`config.mk`:
```
export PLATFORM = sky130hd
export DESIGN_NAME = bsu_bus_unit
export DESIGN_NICKNAME = d
export VERILOG_FILES = /design/src/hw/bsu_pkg.sv /design/src/hw/bsu_prefetch_queue.sv /design/src/hw/bsu_irq_ctrl.sv /design/src/hw/bsu_bus_unit.sv
export SDC_FILE = /design/constraint.sdc
export NUM_CORES = 1
export LEC_CHECK = 0
export BUFFER_PORTS_ARGS = -buffer_cell sky130_fd_sc_hd__clkbuf_2
export CORE_MARGIN = 2
export CORE_UTILIZATION = 45
export DETAILED_ROUTE_END_ITERATION = 12
export HOLD_SLACK_MARGIN = 0.05
export PLACE_DENSITY = 0.69
export SLEW_MARGIN = 20
export SYNTH_ARGS = -nofsm -noshare
export SYNTH_HDL_FRONTEND = slang
export SYNTH_SLANG_ARGS = --single-unit
```
`constraint.sdc`:
```
create_clock -name clk -period 3.7 [get_ports clk]
set_input_delay 0 -clock clk [delete_from_list [all_inputs] [get_ports clk]]
set_output_delay 0 -clock clk [all_outputs]
set_load 0.02 [all_outputs]
```
`src/hw/bsu_pkg.sv`:
```
package bsu_pkg;
  localparam int QUEUE_DEPTH = 6;
  localparam int RESET_SEQ_CYCLES = 10;
  localparam logic [15:0] RESET_CODE_SEG = 16'hFFFF;
  localparam logic [15:0] RESET_CODE_OFF = 16'h0000;
  localparam logic [7:0] NMI_TYPE = 8'h02;
  localparam logic [3:0] SEG_LOW_NIBBLE = 4'h0;
  localparam logic [3:0] PORT_UPPER_ADDR = 4'h0;
  localparam logic [1:0] VEC_LOW_BITS = 2'b00;
  localparam logic [9:0] VEC_HIGH_BITS = 10'h000;

  typedef enum logic [2:0] {
    CYC_INTACK = 3'b000,
    CYC_PORT_READ = 3'b001,
    CYC_PORT_WRITE = 3'b010,
    CYC_HALT = 3'b011,
    CYC_FETCH = 3'b100,
    CYC_MEM_READ = 3'b101,
    CYC_MEM_WRITE = 3'b110,
    CYC_PASSIVE = 3'b111
  } bsu_cyc_t;

  typedef enum logic [1:0] {
    SEG_EXTRA = 2'b00,
    SEG_STACK = 2'b01,
    SEG_CODE = 2'b10,
    SEG_DATA = 2'b11
  } bsu_seg_t;

  typedef enum logic [2:0] {ST_IDLE, ST_T1, ST_T2, ST_T3, ST_TW, ST_T4, ST_HALT} bsu_state_t;
  typedef enum logic [1:0] {SRC_FETCH, SRC_EU, SRC_ACK, SRC_HALT} bsu_src_t;

  typedef struct packed {
    bsu_cyc_t kind;
    bsu_seg_t seg;
    logic [15:0] segBase;
    logic [15:0] offset;
    logic word;
    logic [15:0] wdata;
  } bsu_eureq_t;

  typedef struct packed {
    bsu_cyc_t kind;
    bsu_seg_t seg;
    logic [19:0] addr;
    logic upper;
    logic lower;
    logic [15:0] wdata;
  } bsu_acc_t;

  typedef struct packed {
    logic [3:0] upperAddressLines;
    logic upperByteEnableN;
    logic ale;
    logic rdN;
    logic wrN;
    logic irqAckStrobeN;
    logic memIoSel;
    logic xmitRecv;
    logic dataEnableN;
    logic lockN;
    bsu_cyc_t cycleTypeStatus;
  } bsu_ctl_t;
endpackage : bsu_pkg

```
`src/hw/bsu_prefetch_queue.sv`:
```
`timescale 1ns/1ps
module bsu_prefetch_queue #(
  parameter int DEPTH = bsu_pkg::QUEUE_DEPTH
) (
  input wire logic clk, // clock
  input wire logic rstn, // async reset, active low
  input wire logic flush, // empty the queue
  input wire logic [1:0] pushCnt, // bytes pushed this cycle, 0..2
  input wire logic [15:0] pushData, // low byte goes in first
  input wire logic popReq, // take one byte
  output logic qValid, // queue holds a byte
  output logic [7:0] qByte, // oldest byte
  output logic [2:0] freeCnt // free entries
);
  import bsu_pkg::*;

  logic [7:0] mem [DEPTH];
  logic [2:0] count_reg;
  logic [2:0] count_next;
  logic pop;
  logic [2:0] base;

  assign qValid = count_reg != 3'd0;
  assign qByte = mem[0];
  assign freeCnt = 3'(DEPTH) - count_reg;
  assign pop = popReq & qValid;
  assign base = count_reg - {2'b00, pop};
  assign count_next = flush ? 3'd0 : base + {1'b0, pushCnt};

  // entries shift toward the head on a pop, new bytes land behind the survivors
  genvar i;
  generate
    for (i = 0; i < DEPTH; i++) begin : gEntry
      logic [7:0] shifted;
      if (i == DEPTH - 1) begin : gLast
        assign shifted = pop ? 8'h00 : mem[i];
      end else begin : gMid
        assign shifted = pop ? mem[i + 1] : mem[i];
      end
      always_ff @(posedge clk or negedge rstn) begin
        if (!rstn) begin
          mem[i] <= 8'h00;
        end else if (!flush && pushCnt != 2'd0 && base == 3'(i)) begin
          mem[i] <= pushData[7:0];
        end else if (!flush && pushCnt == 2'd2 && base + 3'd1 == 3'(i)) begin
          mem[i] <= pushData[15:8];
        end else begin
          mem[i] <= shifted;
        end
      end
    end
  endgenerate

  always_ff @(posedge clk or negedge rstn) begin
    if (!rstn) begin
      count_reg <= 3'd0;
    end else begin
      count_reg <= count_next;
    end
  end
endmodule : bsu_prefetch_queue

```
`src/hw/bsu_irq_ctrl.sv`:
```
`timescale 1ns/1ps
module bsu_irq_ctrl (
  input wire logic clk, // clock
  input wire logic rstn, // async reset, active low
  input wire logic abort, // device reset pin high or reset sequence running
  input wire logic nmi, // unmaskable request
  input wire logic maskableIrq, // level request
  input wire logic ifFlag, // interrupt enable flag
  input wire logic boundary, // instruction or string-step end
  input wire logic halted, // bus unit halted
  input wire logic ackDone, // second acknowledge finished
  input wire logic [7:0] ackType, // type byte from second acknowledge
  output logic startAck, // begin acknowledge pair (pulse)
  output logic take, // interrupt taken (pulse)
  output logic [7:0] takeType // type of the taken interrupt
);
  import bsu_pkg::*;

  logic nmiPrev_reg;
  logic nmiSeen_reg;
  logic nmiPend_reg;
  logic ackBusy_reg;
  logic nmiSet;
  logic window;
  logic nmiTake;

  // a request counts after two high samples, once per pulse
  assign nmiSet = nmi & nmiPrev_reg & !nmiSeen_reg;
  assign window = (boundary | halted) & !abort;
  assign nmiTake = window & nmiPend_reg & !ackBusy_reg;
  assign startAck = window & !nmiPend_reg & maskableIrq & ifFlag & !ackBusy_reg;

  always_ff @(posedge clk or negedge rstn) begin
    if (!rstn) begin
      nmiPrev_reg <= 1'b0;
      nmiSeen_reg <= 1'b0;
      nmiPend_reg <= 1'b0;
      ackBusy_reg <= 1'b0;
      take <= 1'b0;
      takeType <= 8'h00;
    end else begin
      nmiPrev_reg <= nmi;
      nmiSeen_reg <= nmi & (nmiSeen_reg | nmiPrev_reg);
      nmiPend_reg <= !abort & (nmiSet | (nmiPend_reg & !nmiTake));
      ackBusy_reg <= !abort & (startAck | (ackBusy_reg & !ackDone));
      take <= nmiTake | ackDone;
      takeType <= nmiTake ? NMI_TYPE : ackType;
    end
  end
endmodule : bsu_irq_ctrl

```
`src/hw/bsu_bus_unit.sv`:
```
`timescale 1ns/1ps
// What this block does
// - all state sits in static flops, so the clock may stop at any level
// - each bus cycle runs T1, T2, T3, T4 in order, at least four states
// - address driven in T1, T2 turns reads around, data moves in T3/T4
// - not-ready inserts wait states between T3 and T4 until ready
// - address latch strobe pulses high in T1, from this block in minimum mode
// - cycle type status encodes acknowledge, ports, halt, fetch, memory, passive
// - upper address pins carry status from T2 through T4; byte-enable pin stays byte enable T1 through T4
// - segment status reports the segment used; another bit mirrors interrupt enable
// - port cycles put 16-bit port address low and upper address lines low
// - 20-bit byte addresses; even bytes low lane, odd high; odd words split
// - prefetch up to six instruction bytes while the execute unit runs
// - physical address is segment base times sixteen plus offset
// - reset rise aborts; fall starts ten-clock sequence, then fetch at FFFF0
// - unmaskable beats maskable; both taken only at instruction or string-step ends or while halted
// - taking an interrupt pulses irqClearIf so the execute unit clears the enable flag and pushes flags
// - two acknowledge cycles; lock from first T2 to second T2, others blocked
// - second acknowledge reads type byte; pointer address is type times four
// - halt instruction halts until an interrupt or reset
// - minimum-mode strobes active from T2 start to T4 start; space select T1-T4
// - ready is sampled at the end of T3 and each wait state
// - mode pin high makes own strobes; low leaves them to an outside controller
module bsu_bus_unit #(
  parameter int RESET_CYCLES = bsu_pkg::RESET_SEQ_CYCLES
) (
  input wire logic clk, // clock, may stop
  input wire logic rstn, // async reset, active low
  input wire logic cpuReset, // device reset pin, active high
  input wire logic modeSelectPin, // high: minimum mode
  input wire logic ready, // addressed device ready
  input wire logic [15:0] muxedBusLinesIn, // shared bus, sampled
  output logic [15:0] muxedBusLinesOut, // shared bus, driven value
  output logic muxedBusLinesOen, // low while driving the shared bus
  output bsu_pkg::bsu_ctl_t ctlPins, // address, status and strobe pins
  input wire logic euReqValid, // execute unit request held until done
  input wire bsu_pkg::bsu_eureq_t euReq, // execute unit request
  output logic euDone, // request finished (pulse)
  output logic [15:0] euRdata, // read result
  input wire logic qPop, // execute unit takes a byte
  output logic qValid, // instruction byte available
  output logic [7:0] qByte, // next instruction byte
  input wire logic flushValid, // restart prefetch at new address
  input wire logic [15:0] flushSeg, // new code segment
  input wire logic [15:0] flushOff, // new instruction offset
  input wire logic instrBoundary, // instruction or string step ends
  input wire logic ifFlag, // interrupt enable flag
  input wire logic nmi, // unmaskable request
  input wire logic maskableIrq, // maskable request level
  output logic irqTake, // interrupt taken (pulse)
  output logic [7:0] irqType, // taken interrupt type
  output logic [19:0] irqVector, // pointer table address
  output logic irqClearIf, // execute unit clears enable and pushes flags
  output logic haltedOut, // in halt state
  output logic resetBusy // reset sequence running
);
  import bsu_pkg::*;

  bsu_state_t st_reg, st_next;
  bsu_src_t src_reg, src_next;
  bsu_acc_t acc_reg, acc_next, accPick;
  bsu_ctl_t ctl_next;
  logic [3:0] resetCnt_reg;
  logic [15:0] fetchSeg_reg, fetchOff_reg;
  logic discard_reg, euPhase_reg, ackCnt_reg, ackPend_reg, lock_reg, lock_next;
  logic halted_reg, euLow_reg, ackDone;
  logic [7:0] euLowByte_reg;
  logic [15:0] busOut_next;
  logic busOen_next;
  logic [2:0] freeCnt;
  logic [1:0] pushCnt;
  logic [15:0] pushData;
  logic startAck;

  // decode of the pending work and the access it would make
  wire seqBusy = cpuReset | (resetCnt_reg != 4'd0);
  wire atEnd = st_reg == ST_IDLE || st_reg == ST_T4 || st_reg == ST_HALT;
  wire xferDone = (st_reg == ST_T3 || st_reg == ST_TW) && ready;
  wire euIsIo = euReq.kind == CYC_PORT_READ || euReq.kind == CYC_PORT_WRITE;
  wire [19:0] euPhys = {euReq.segBase, SEG_LOW_NIBBLE} + {PORT_UPPER_ADDR, euReq.offset};
  wire [19:0] euBase = euIsIo ? {PORT_UPPER_ADDR, euReq.offset} : euPhys;
  wire [19:0] euAddr = euBase + {19'h00000, euPhase_reg};
  wire euSplit = euReq.word & euBase[0];
  wire [19:0] fetchPhys = {fetchSeg_reg, SEG_LOW_NIBBLE} + {PORT_UPPER_ADDR, fetchOff_reg};
  wire pickAck = ackPend_reg & !seqBusy;
  wire pickEu = euReqValid & !euDone & !seqBusy & !halted_reg;
  wire pickFetch = !seqBusy & !halted_reg & !flushValid & (freeCnt >= 3'd2);
  wire anyPick = pickAck | pickEu | pickFetch;
  wire wake = irqTake | startAck | pickAck;
  wire isWrite = acc_reg.kind == CYC_PORT_WRITE || acc_reg.kind == CYC_MEM_WRITE;
  wire euLast = !euSplit | euPhase_reg;

  always_comb begin
    accPick = '0;
    src_next = SRC_FETCH;
    if (pickAck) begin
      src_next = SRC_ACK;
      accPick.kind = CYC_INTACK;
      accPick.seg = SEG_CODE;
      accPick.lower = 1'b1;
    end else if (pickEu) begin
      src_next = euReq.kind == CYC_HALT ? SRC_HALT : SRC_EU;
      accPick.kind = euReq.kind;
      accPick.seg = euReq.seg;
      accPick.addr = euAddr;
      // a split word moves its low byte on the odd lane, then the high byte
      accPick.upper = euReq.word ? (!euSplit | !euPhase_reg) : euAddr[0];
      accPick.lower = euReq.word ? (!euSplit | euPhase_reg) : !euAddr[0];
      if (!euReq.word || euSplit) begin
        accPick.wdata = euPhase_reg ? {2{euReq.wdata[15:8]}} : {2{euReq.wdata[7:0]}};
      end else begin
        accPick.wdata = euReq.wdata;
      end
    end else begin
      accPick.kind = CYC_FETCH;
      accPick.seg = SEG_CODE;
      accPick.addr = fetchPhys;
      accPick.upper = 1'b1;
      accPick.lower = !fetchPhys[0];
    end
  end

  // states advance T1, T2, T3, optional waits, T4
  always_comb begin
    st_next = st_reg;
    acc_next = acc_reg;
    case (st_reg)
      ST_IDLE, ST_T4: begin
        if (st_reg == ST_T4 && src_reg == SRC_HALT) begin
          st_next = ST_HALT;
        end else if (anyPick) begin
          st_next = ST_T1;
          acc_next = accPick;
        end else begin
          st_next = ST_IDLE;
        end
      end
      ST_HALT: st_next = wake ? ST_IDLE : ST_HALT;
      ST_T1: st_next = ST_T2;
      ST_T2: st_next = ST_T3;
      ST_T3, ST_TW: st_next = ready ? ST_T4 : ST_TW;
      default: st_next = ST_IDLE;
    endcase
    if (cpuReset) begin
      st_next = ST_IDLE;
    end
  end

  // pins are computed for the coming state and registered
  wire stActive = st_next inside {ST_T1, ST_T2, ST_T3, ST_TW, ST_T4};
  wire stStrobe = st_next inside {ST_T2, ST_T3, ST_TW};
  wire nIsWrite = acc_next.kind == CYC_PORT_WRITE || acc_next.kind == CYC_MEM_WRITE;
  wire nIsRead = acc_next.kind inside {CYC_FETCH, CYC_MEM_READ, CYC_PORT_READ};
  wire nIsAck = acc_next.kind == CYC_INTACK;

  assign lock_next = cpuReset ? 1'b0 :
    (st_next == ST_T2 && st_reg == ST_T1 && src_reg == SRC_ACK) ? !ackCnt_reg : lock_reg;

  always_comb begin
    ctl_next.upperAddressLines = PORT_UPPER_ADDR;
    ctl_next.upperByteEnableN = 1'b1;
    ctl_next.ale = 1'b0;
    ctl_next.rdN = 1'b1;
    ctl_next.wrN = 1'b1;
    ctl_next.irqAckStrobeN = 1'b1;
    ctl_next.memIoSel = 1'b0;
    ctl_next.xmitRecv = 1'b0;
    ctl_next.dataEnableN = 1'b1;
    ctl_next.lockN = !lock_next;
    ctl_next.cycleTypeStatus = CYC_PASSIVE;
    busOut_next = 16'h0000;
    busOen_next = 1'b1;
    if (stActive) begin
      ctl_next.upperByteEnableN = !acc_next.upper;
      ctl_next.memIoSel = acc_next.kind[2] & modeSelectPin;
      ctl_next.xmitRecv = nIsWrite;
      if (st_next != ST_T4) begin
        ctl_next.cycleTypeStatus = acc_next.kind;
      end
      if (st_next == ST_T1) begin
        ctl_next.upperAddressLines = acc_next.addr[19:16];
        ctl_next.ale = modeSelectPin;
        busOut_next = acc_next.addr[15:0];
        busOen_next = nIsAck;
      end else begin
        ctl_next.upperAddressLines = {1'b0, ifFlag, acc_next.seg};
        busOut_next = acc_next.wdata;
        busOen_next = !nIsWrite;
        ctl_next.dataEnableN = !(modeSelectPin & (nIsWrite | nIsRead | nIsAck));
      end
      if (stStrobe && modeSelectPin) begin
        ctl_next.rdN = !nIsRead;
        ctl_next.wrN = !nIsWrite;
        ctl_next.irqAckStrobeN = !nIsAck;
      end
    end
  end

  // prefetched bytes enter the queue unless a flush overtook the fetch
  wire fetchLand = xferDone && src_reg == SRC_FETCH && !discard_reg && !flushValid && !cpuReset;
  assign pushCnt = fetchLand ? (acc_reg.lower ? 2'd2 : 2'd1) : 2'd0;
  assign pushData = acc_reg.lower ? muxedBusLinesIn : {8'h00, muxedBusLinesIn[15:8]};
  assign ackDone = xferDone && src_reg == SRC_ACK && ackCnt_reg;
  assign irqVector = {VEC_HIGH_BITS, irqType, VEC_LOW_BITS};
  assign irqClearIf = irqTake;
  assign haltedOut = halted_reg;
  assign resetBusy = seqBusy;

  bsu_prefetch_queue #(
    .DEPTH(QUEUE_DEPTH)
  ) uQueue (
    .clk(clk),
    .rstn(rstn),
    .flush(flushValid | cpuReset),
    .pushCnt(pushCnt),
    .pushData(pushData),
    .popReq(qPop),
    .qValid(qValid),
    .qByte(qByte),
    .freeCnt(freeCnt)
  );

  bsu_irq_ctrl uIrq (
    .clk(clk),
    .rstn(rstn),
    .abort(seqBusy),
    .nmi(nmi),
    .maskableIrq(maskableIrq),
    .ifFlag(ifFlag),
    .boundary(instrBoundary),
    .halted(halted_reg),
    .ackDone(ackDone),
    .ackType(muxedBusLinesIn[7:0]),
    .startAck(startAck),
    .take(irqTake),
    .takeType(irqType)
  );

  // every register below is a static flop; a stopped clock just freezes it
  always_ff @(posedge clk or negedge rstn) begin
    if (!rstn) begin
      st_reg <= ST_IDLE;
      src_reg <= SRC_FETCH;
      acc_reg <= '0;
      // idle pin levels: strobes high, no latch pulse, status passive
      ctlPins <= '{upperAddressLines: PORT_UPPER_ADDR, upperByteEnableN: 1'b1, ale: 1'b0,
        rdN: 1'b1, wrN: 1'b1, irqAckStrobeN: 1'b1, memIoSel: 1'b0, xmitRecv: 1'b0,
        dataEnableN: 1'b1, lockN: 1'b1, cycleTypeStatus: CYC_PASSIVE};
      muxedBusLinesOut <= 16'h0000;
      muxedBusLinesOen <= 1'b1;
      lock_reg <= 1'b0;
    end else begin
      st_reg <= st_next;
      src_reg <= (atEnd && anyPick) ? src_next : src_reg;
      acc_reg <= acc_next;
      ctlPins <= ctl_next;
      muxedBusLinesOut <= busOut_next;
      muxedBusLinesOen <= busOen_next;
      lock_reg <= lock_next;
    end
  end

  always_ff @(posedge clk or negedge rstn) begin
    if (!rstn) begin
      resetCnt_reg <= 4'd0;
      fetchSeg_reg <= RESET_CODE_SEG;
      fetchOff_reg <= RESET_CODE_OFF;
    end else if (cpuReset) begin
      resetCnt_reg <= 4'(RESET_CYCLES);
      fetchSeg_reg <= RESET_CODE_SEG;
      fetchOff_reg <= RESET_CODE_OFF;
    end else begin
      resetCnt_reg <= resetCnt_reg - {3'b000, resetCnt_reg != 4'd0};
      if (flushValid) begin
        fetchSeg_reg <= flushSeg;
        fetchOff_reg <= flushOff;
      end else if (fetchLand) begin
        fetchOff_reg <= fetchOff_reg + {14'h0000, pushCnt};
      end
    end
  end

  always_ff @(posedge clk or negedge rstn) begin
    if (!rstn) begin
      discard_reg <= 1'b0;
      euPhase_reg <= 1'b0;
      euDone <= 1'b0;
      euRdata <= 16'h0000;
      euLowByte_reg <= 8'h00;
      ackCnt_reg <= 1'b0;
      ackPend_reg <= 1'b0;
      halted_reg <= 1'b0;
    end else if (cpuReset) begin
      discard_reg <= 1'b0;
      euPhase_reg <= 1'b0;
      euDone <= 1'b0;
      ackCnt_reg <= 1'b0;
      ackPend_reg <= 1'b0;
      halted_reg <= 1'b0;
    end else begin
      if (st_next == ST_T1) begin
        discard_reg <= 1'b0;
      end else if (flushValid && src_reg == SRC_FETCH && !atEnd) begin
        discard_reg <= 1'b1;
      end
      euDone <= 1'b0;
      if (xferDone && (src_reg == SRC_EU || src_reg == SRC_HALT)) begin
        euPhase_reg <= !euLast;
        euDone <= euLast;
        if (!euLast) begin
          euLowByte_reg <= muxedBusLinesIn[15:8];
        end else if (euSplit) begin
          euRdata <= {muxedBusLinesIn[7:0], euLowByte_reg};
        end else if (!euReq.word) begin
          euRdata <= {8'h00, acc_reg.upper ? muxedBusLinesIn[15:8] : muxedBusLinesIn[7:0]};
        end else begin
          euRdata <= muxedBusLinesIn;
        end
      end
      if (xferDone && src_reg == SRC_ACK) begin
        ackCnt_reg <= !ackCnt_reg;
      end
      ackPend_reg <= startAck | (ackPend_reg & !(atEnd && pickAck && ackCnt_reg));
      if (st_reg == ST_T4 && src_reg == SRC_HALT) begin
        halted_reg <= 1'b1;
      end else if (wake) begin
        halted_reg <= 1'b0;
      end
    end
  end
endmodule : bsu_bus_unit

```
==> run_results.csv <==
group,metric,value,unit
outcome,status,"finished clean",
clock_tree,post-cts-setup-buffers,0,
final_layout,post_route_cells_drive_above_1_share,21.2,%
worst_setup_path,required,4020,ps
route,dr_total_vias,10600,
clock_tree,cts_resized,0,
synth,yosys_warnings,0,
timing,report.final.hold_viol_count,0,
synth,synth_cell_types,91,
timing,setup_violations,0,
worst_setup_path,crit_fanout,13,
synth,postSynth.asyncResetShare,100,%
route,routed_via_density,5.71,
die,placementRows,58,
route,wl_met1,14300,µm
timing,finalCritPeriodShare,89.8,%
global_routing,global_route_wire_length_before_repair,53600,µm
timing,final-max-slew-violation-count,0,
die,fp.dieArea,0.0270,mm²
timing,unrepaired_setup_endpoints_after_global_routing,"false",
global_routing,gr_overflow_total,0,
route,post-route-drc-count,0,
timing,fin_crit,3320,ps
worst_hold_path,hold_path.class,"in2reg",
global_routing,antenna_found_initial,0,
synth,number_of_enable_type_register_cells_in_the_synthesized_netlist,0,
clock_tree,tritoncts,"yes",
final_layout,largest_register_ffs,40,
clock_tree,cts-buffers-inserted,17,
route,dr.max_layer_used,"met4",
place,dpl-instance-area,0.0127,mm²
synth,synthCells,1289,
power,powerDensity,461,mW/mm²
power,max-vdd-ir-drop,0.301,mV
place,dpl.hpwl,23600,µm
clock_tree,ctsLongestPathBuffers,2,
global_routing,vias_in_the_first_global_route,10200,
clock_tree,path_clk_slew,80,ps
final_layout,syn_to_final_growth,21.6,%
route,initialDrtViolationCount,911,
place,placement.io_buffers,192,
synth,synth_ff_type,"dfrtp_1",
worst_setup_path,worst_setup_path_start_kind,"flop",
power,power.total,6490,µW
global_routing,grt_max_degree,102,
die,floorplan.core_area,0.0253,mm²
timing,slew_headroom,31.7,%
route,met2_length,16500,µm
route,postRouteWirelength,33600,µm
route,detail_route.first_pass.iterations,5,
power,power.leakage,0.00658,µW
timing,worst_clock_skew,15.5,ps
synth,mapped_cell_area,0.0116,mm²
clock_tree,htreeDepth,4,
flow_run,max-cap-violations,0,
worst_setup_path,critical_path_class,"reg2reg",
clock_tree,cts_root_buf,"clkbuf_16",
timing,worst_margin_slew,1020,ps
final_layout,mostFrequentLayoutCell,"nand2_1",
synth,syn_avg_cell_area,8.98,µm²
die,initial_core_util,45.8,%
clock_tree,clock-sinks,192,
route,wl_met3,1880,µm
synth,number_of_register_bits_inferred_by_synthesis,192,
final_layout,num-nets-final,1668,
final_layout,antennaDiodeCount,0,
synth,synth_sequential_area_ratio,41.8,%
worst_setup_path,critPathArrivalTime,3650,ps
route,wire_per_inst,18.1,µm
die,die_w,164,µm
clock_tree,clk_latency_worst_skew_pair,430,ps
final_layout,mostFrequentLayoutCells,"nand2_1, clkbuf_2, dfrtp_1, nor2_1, a21oi_1",
global_routing,groute.usage.overall,25.2,%
timing,setup-tns-final,0,ps
final_layout,finish.instance_area,0.0141,mm²
final_layout,postLayoutCoreUtil,55.8,%
place,gp_routability_congestion,0.857,
die,chipHeight,164,µm
route,antenna_viol_nets_final,0,
timing,clock.fmax,0.301,GHz
timing,final.hold.worst_slack,82.5,ps
die,io-pin-count,205,
worst_setup_path,critPathCaptureType,"flop",
## cell usage after synthesis, drive strengths merged, types with 10 or more instances
master  count  area [µm²]
o21ai      49         245
a21oi      91         455
nand2     201         754
mux2i      50         500
o31ai      21         158
inv        36         135
nor2      110         420
a31oi      25         156
dfstp      26         683
buf        44         274
a22oi      10        75.1
dfrtp     166        4150
and3       10        62.6
o22ai      23         144
and2       10        63.8
xnor2      28         253
a22o       16         140
xor2       25         226
a221o      16         160
nor3       26         135
ha         36         450
clkbuf     57         224
a211oi     11        92.6
a21o       17         129
or2        10        65.1
nor2b      14        87.6
nand2b     12        75.1
nand3      33         170
## layer usage
metal | up-vias | GRT usage [%]
met3 | 57 | 3.11
met2 | 406 | 42.4
li1 | 5019 | -
met4 | 0 | 9.29
met1 | 5129 | 33.5
met5 | - | 0
## metrics by stage
step                      instances  worst slack [ps]
after detailed placement       1744               405
after global routing           1857              33.2
after CTS                      1857               398
after global placement         1744               430
final                          1857               378
after floorplan                1300              35.9
## final timing paths
path	from	endpoint	slack (ps)	depth (start not counted)
min	muxedBusLinesIn[10]	uQueue.qByte[2]	80	2
min reg2reg	uQueue.mem[2]	uQueue.mem[2]	480	1
min in group asynchronous	rstn	uIrq.takeType[7]	250	2
max reg2reg	st_reg[0]	fetchOff_reg[9]	380	13
max in group asynchronous	rstn	fetchSeg_reg[11]	2520	3
max	st_reg[0]	fetchOff_reg[9]	380	13
## area by class of cell
type	instances	area [µm²]
Fill cell	2335	11200
Multi-Input combinational cell	969	6150
Sequential cell	192	4840
Timing Repair Buffer	296	1970
Clock buffer	20	447
Tap cell	330	413
Inverter	38	143
Clock inverter	12	125
## kinds of logic (layout without fill, tap and decap cells)
kind of cell	after synthesis	in the layout	share of synthesized area (%)
other cells	1	12	0.0324
flops	192	192	41.8
simple gates	460	460	18.3
fa+ha+maj	40	40	4.58
buf+inv	139	366	5.53
xor+xnor	53	53	4.14
compound gates	345	345	20.4
mux	59	59	5.20
## where the power goes
group          switching, µW  leakage (µW)  internal [µW]
logic                   1240       0.00383            739
clock network            864      0.000275            966
registers                214       0.00247           2470
## critical path, stage by stage (launching register included)
cell and delay [ps]:
dfrtp_1 500, nor3b_1 330, o21a_1 240, and4b_1 390, buf_4 210, nor2b_1 200, ha_1 220, a21oi_1 70
nor2b_1 440, nor2b_1 240, xnor2_1 130, nor2_1 60, a21oi_1 140, nor2_1 50
## repair_timing
item | 4_1_cts | 5_1_grt
setup endpoints to repair | 0 | 0
hold buffers | 81 | 0
hold endpoints to repair | 203 | 0
No activity file was read; power rests on OpenSTA's default activity.
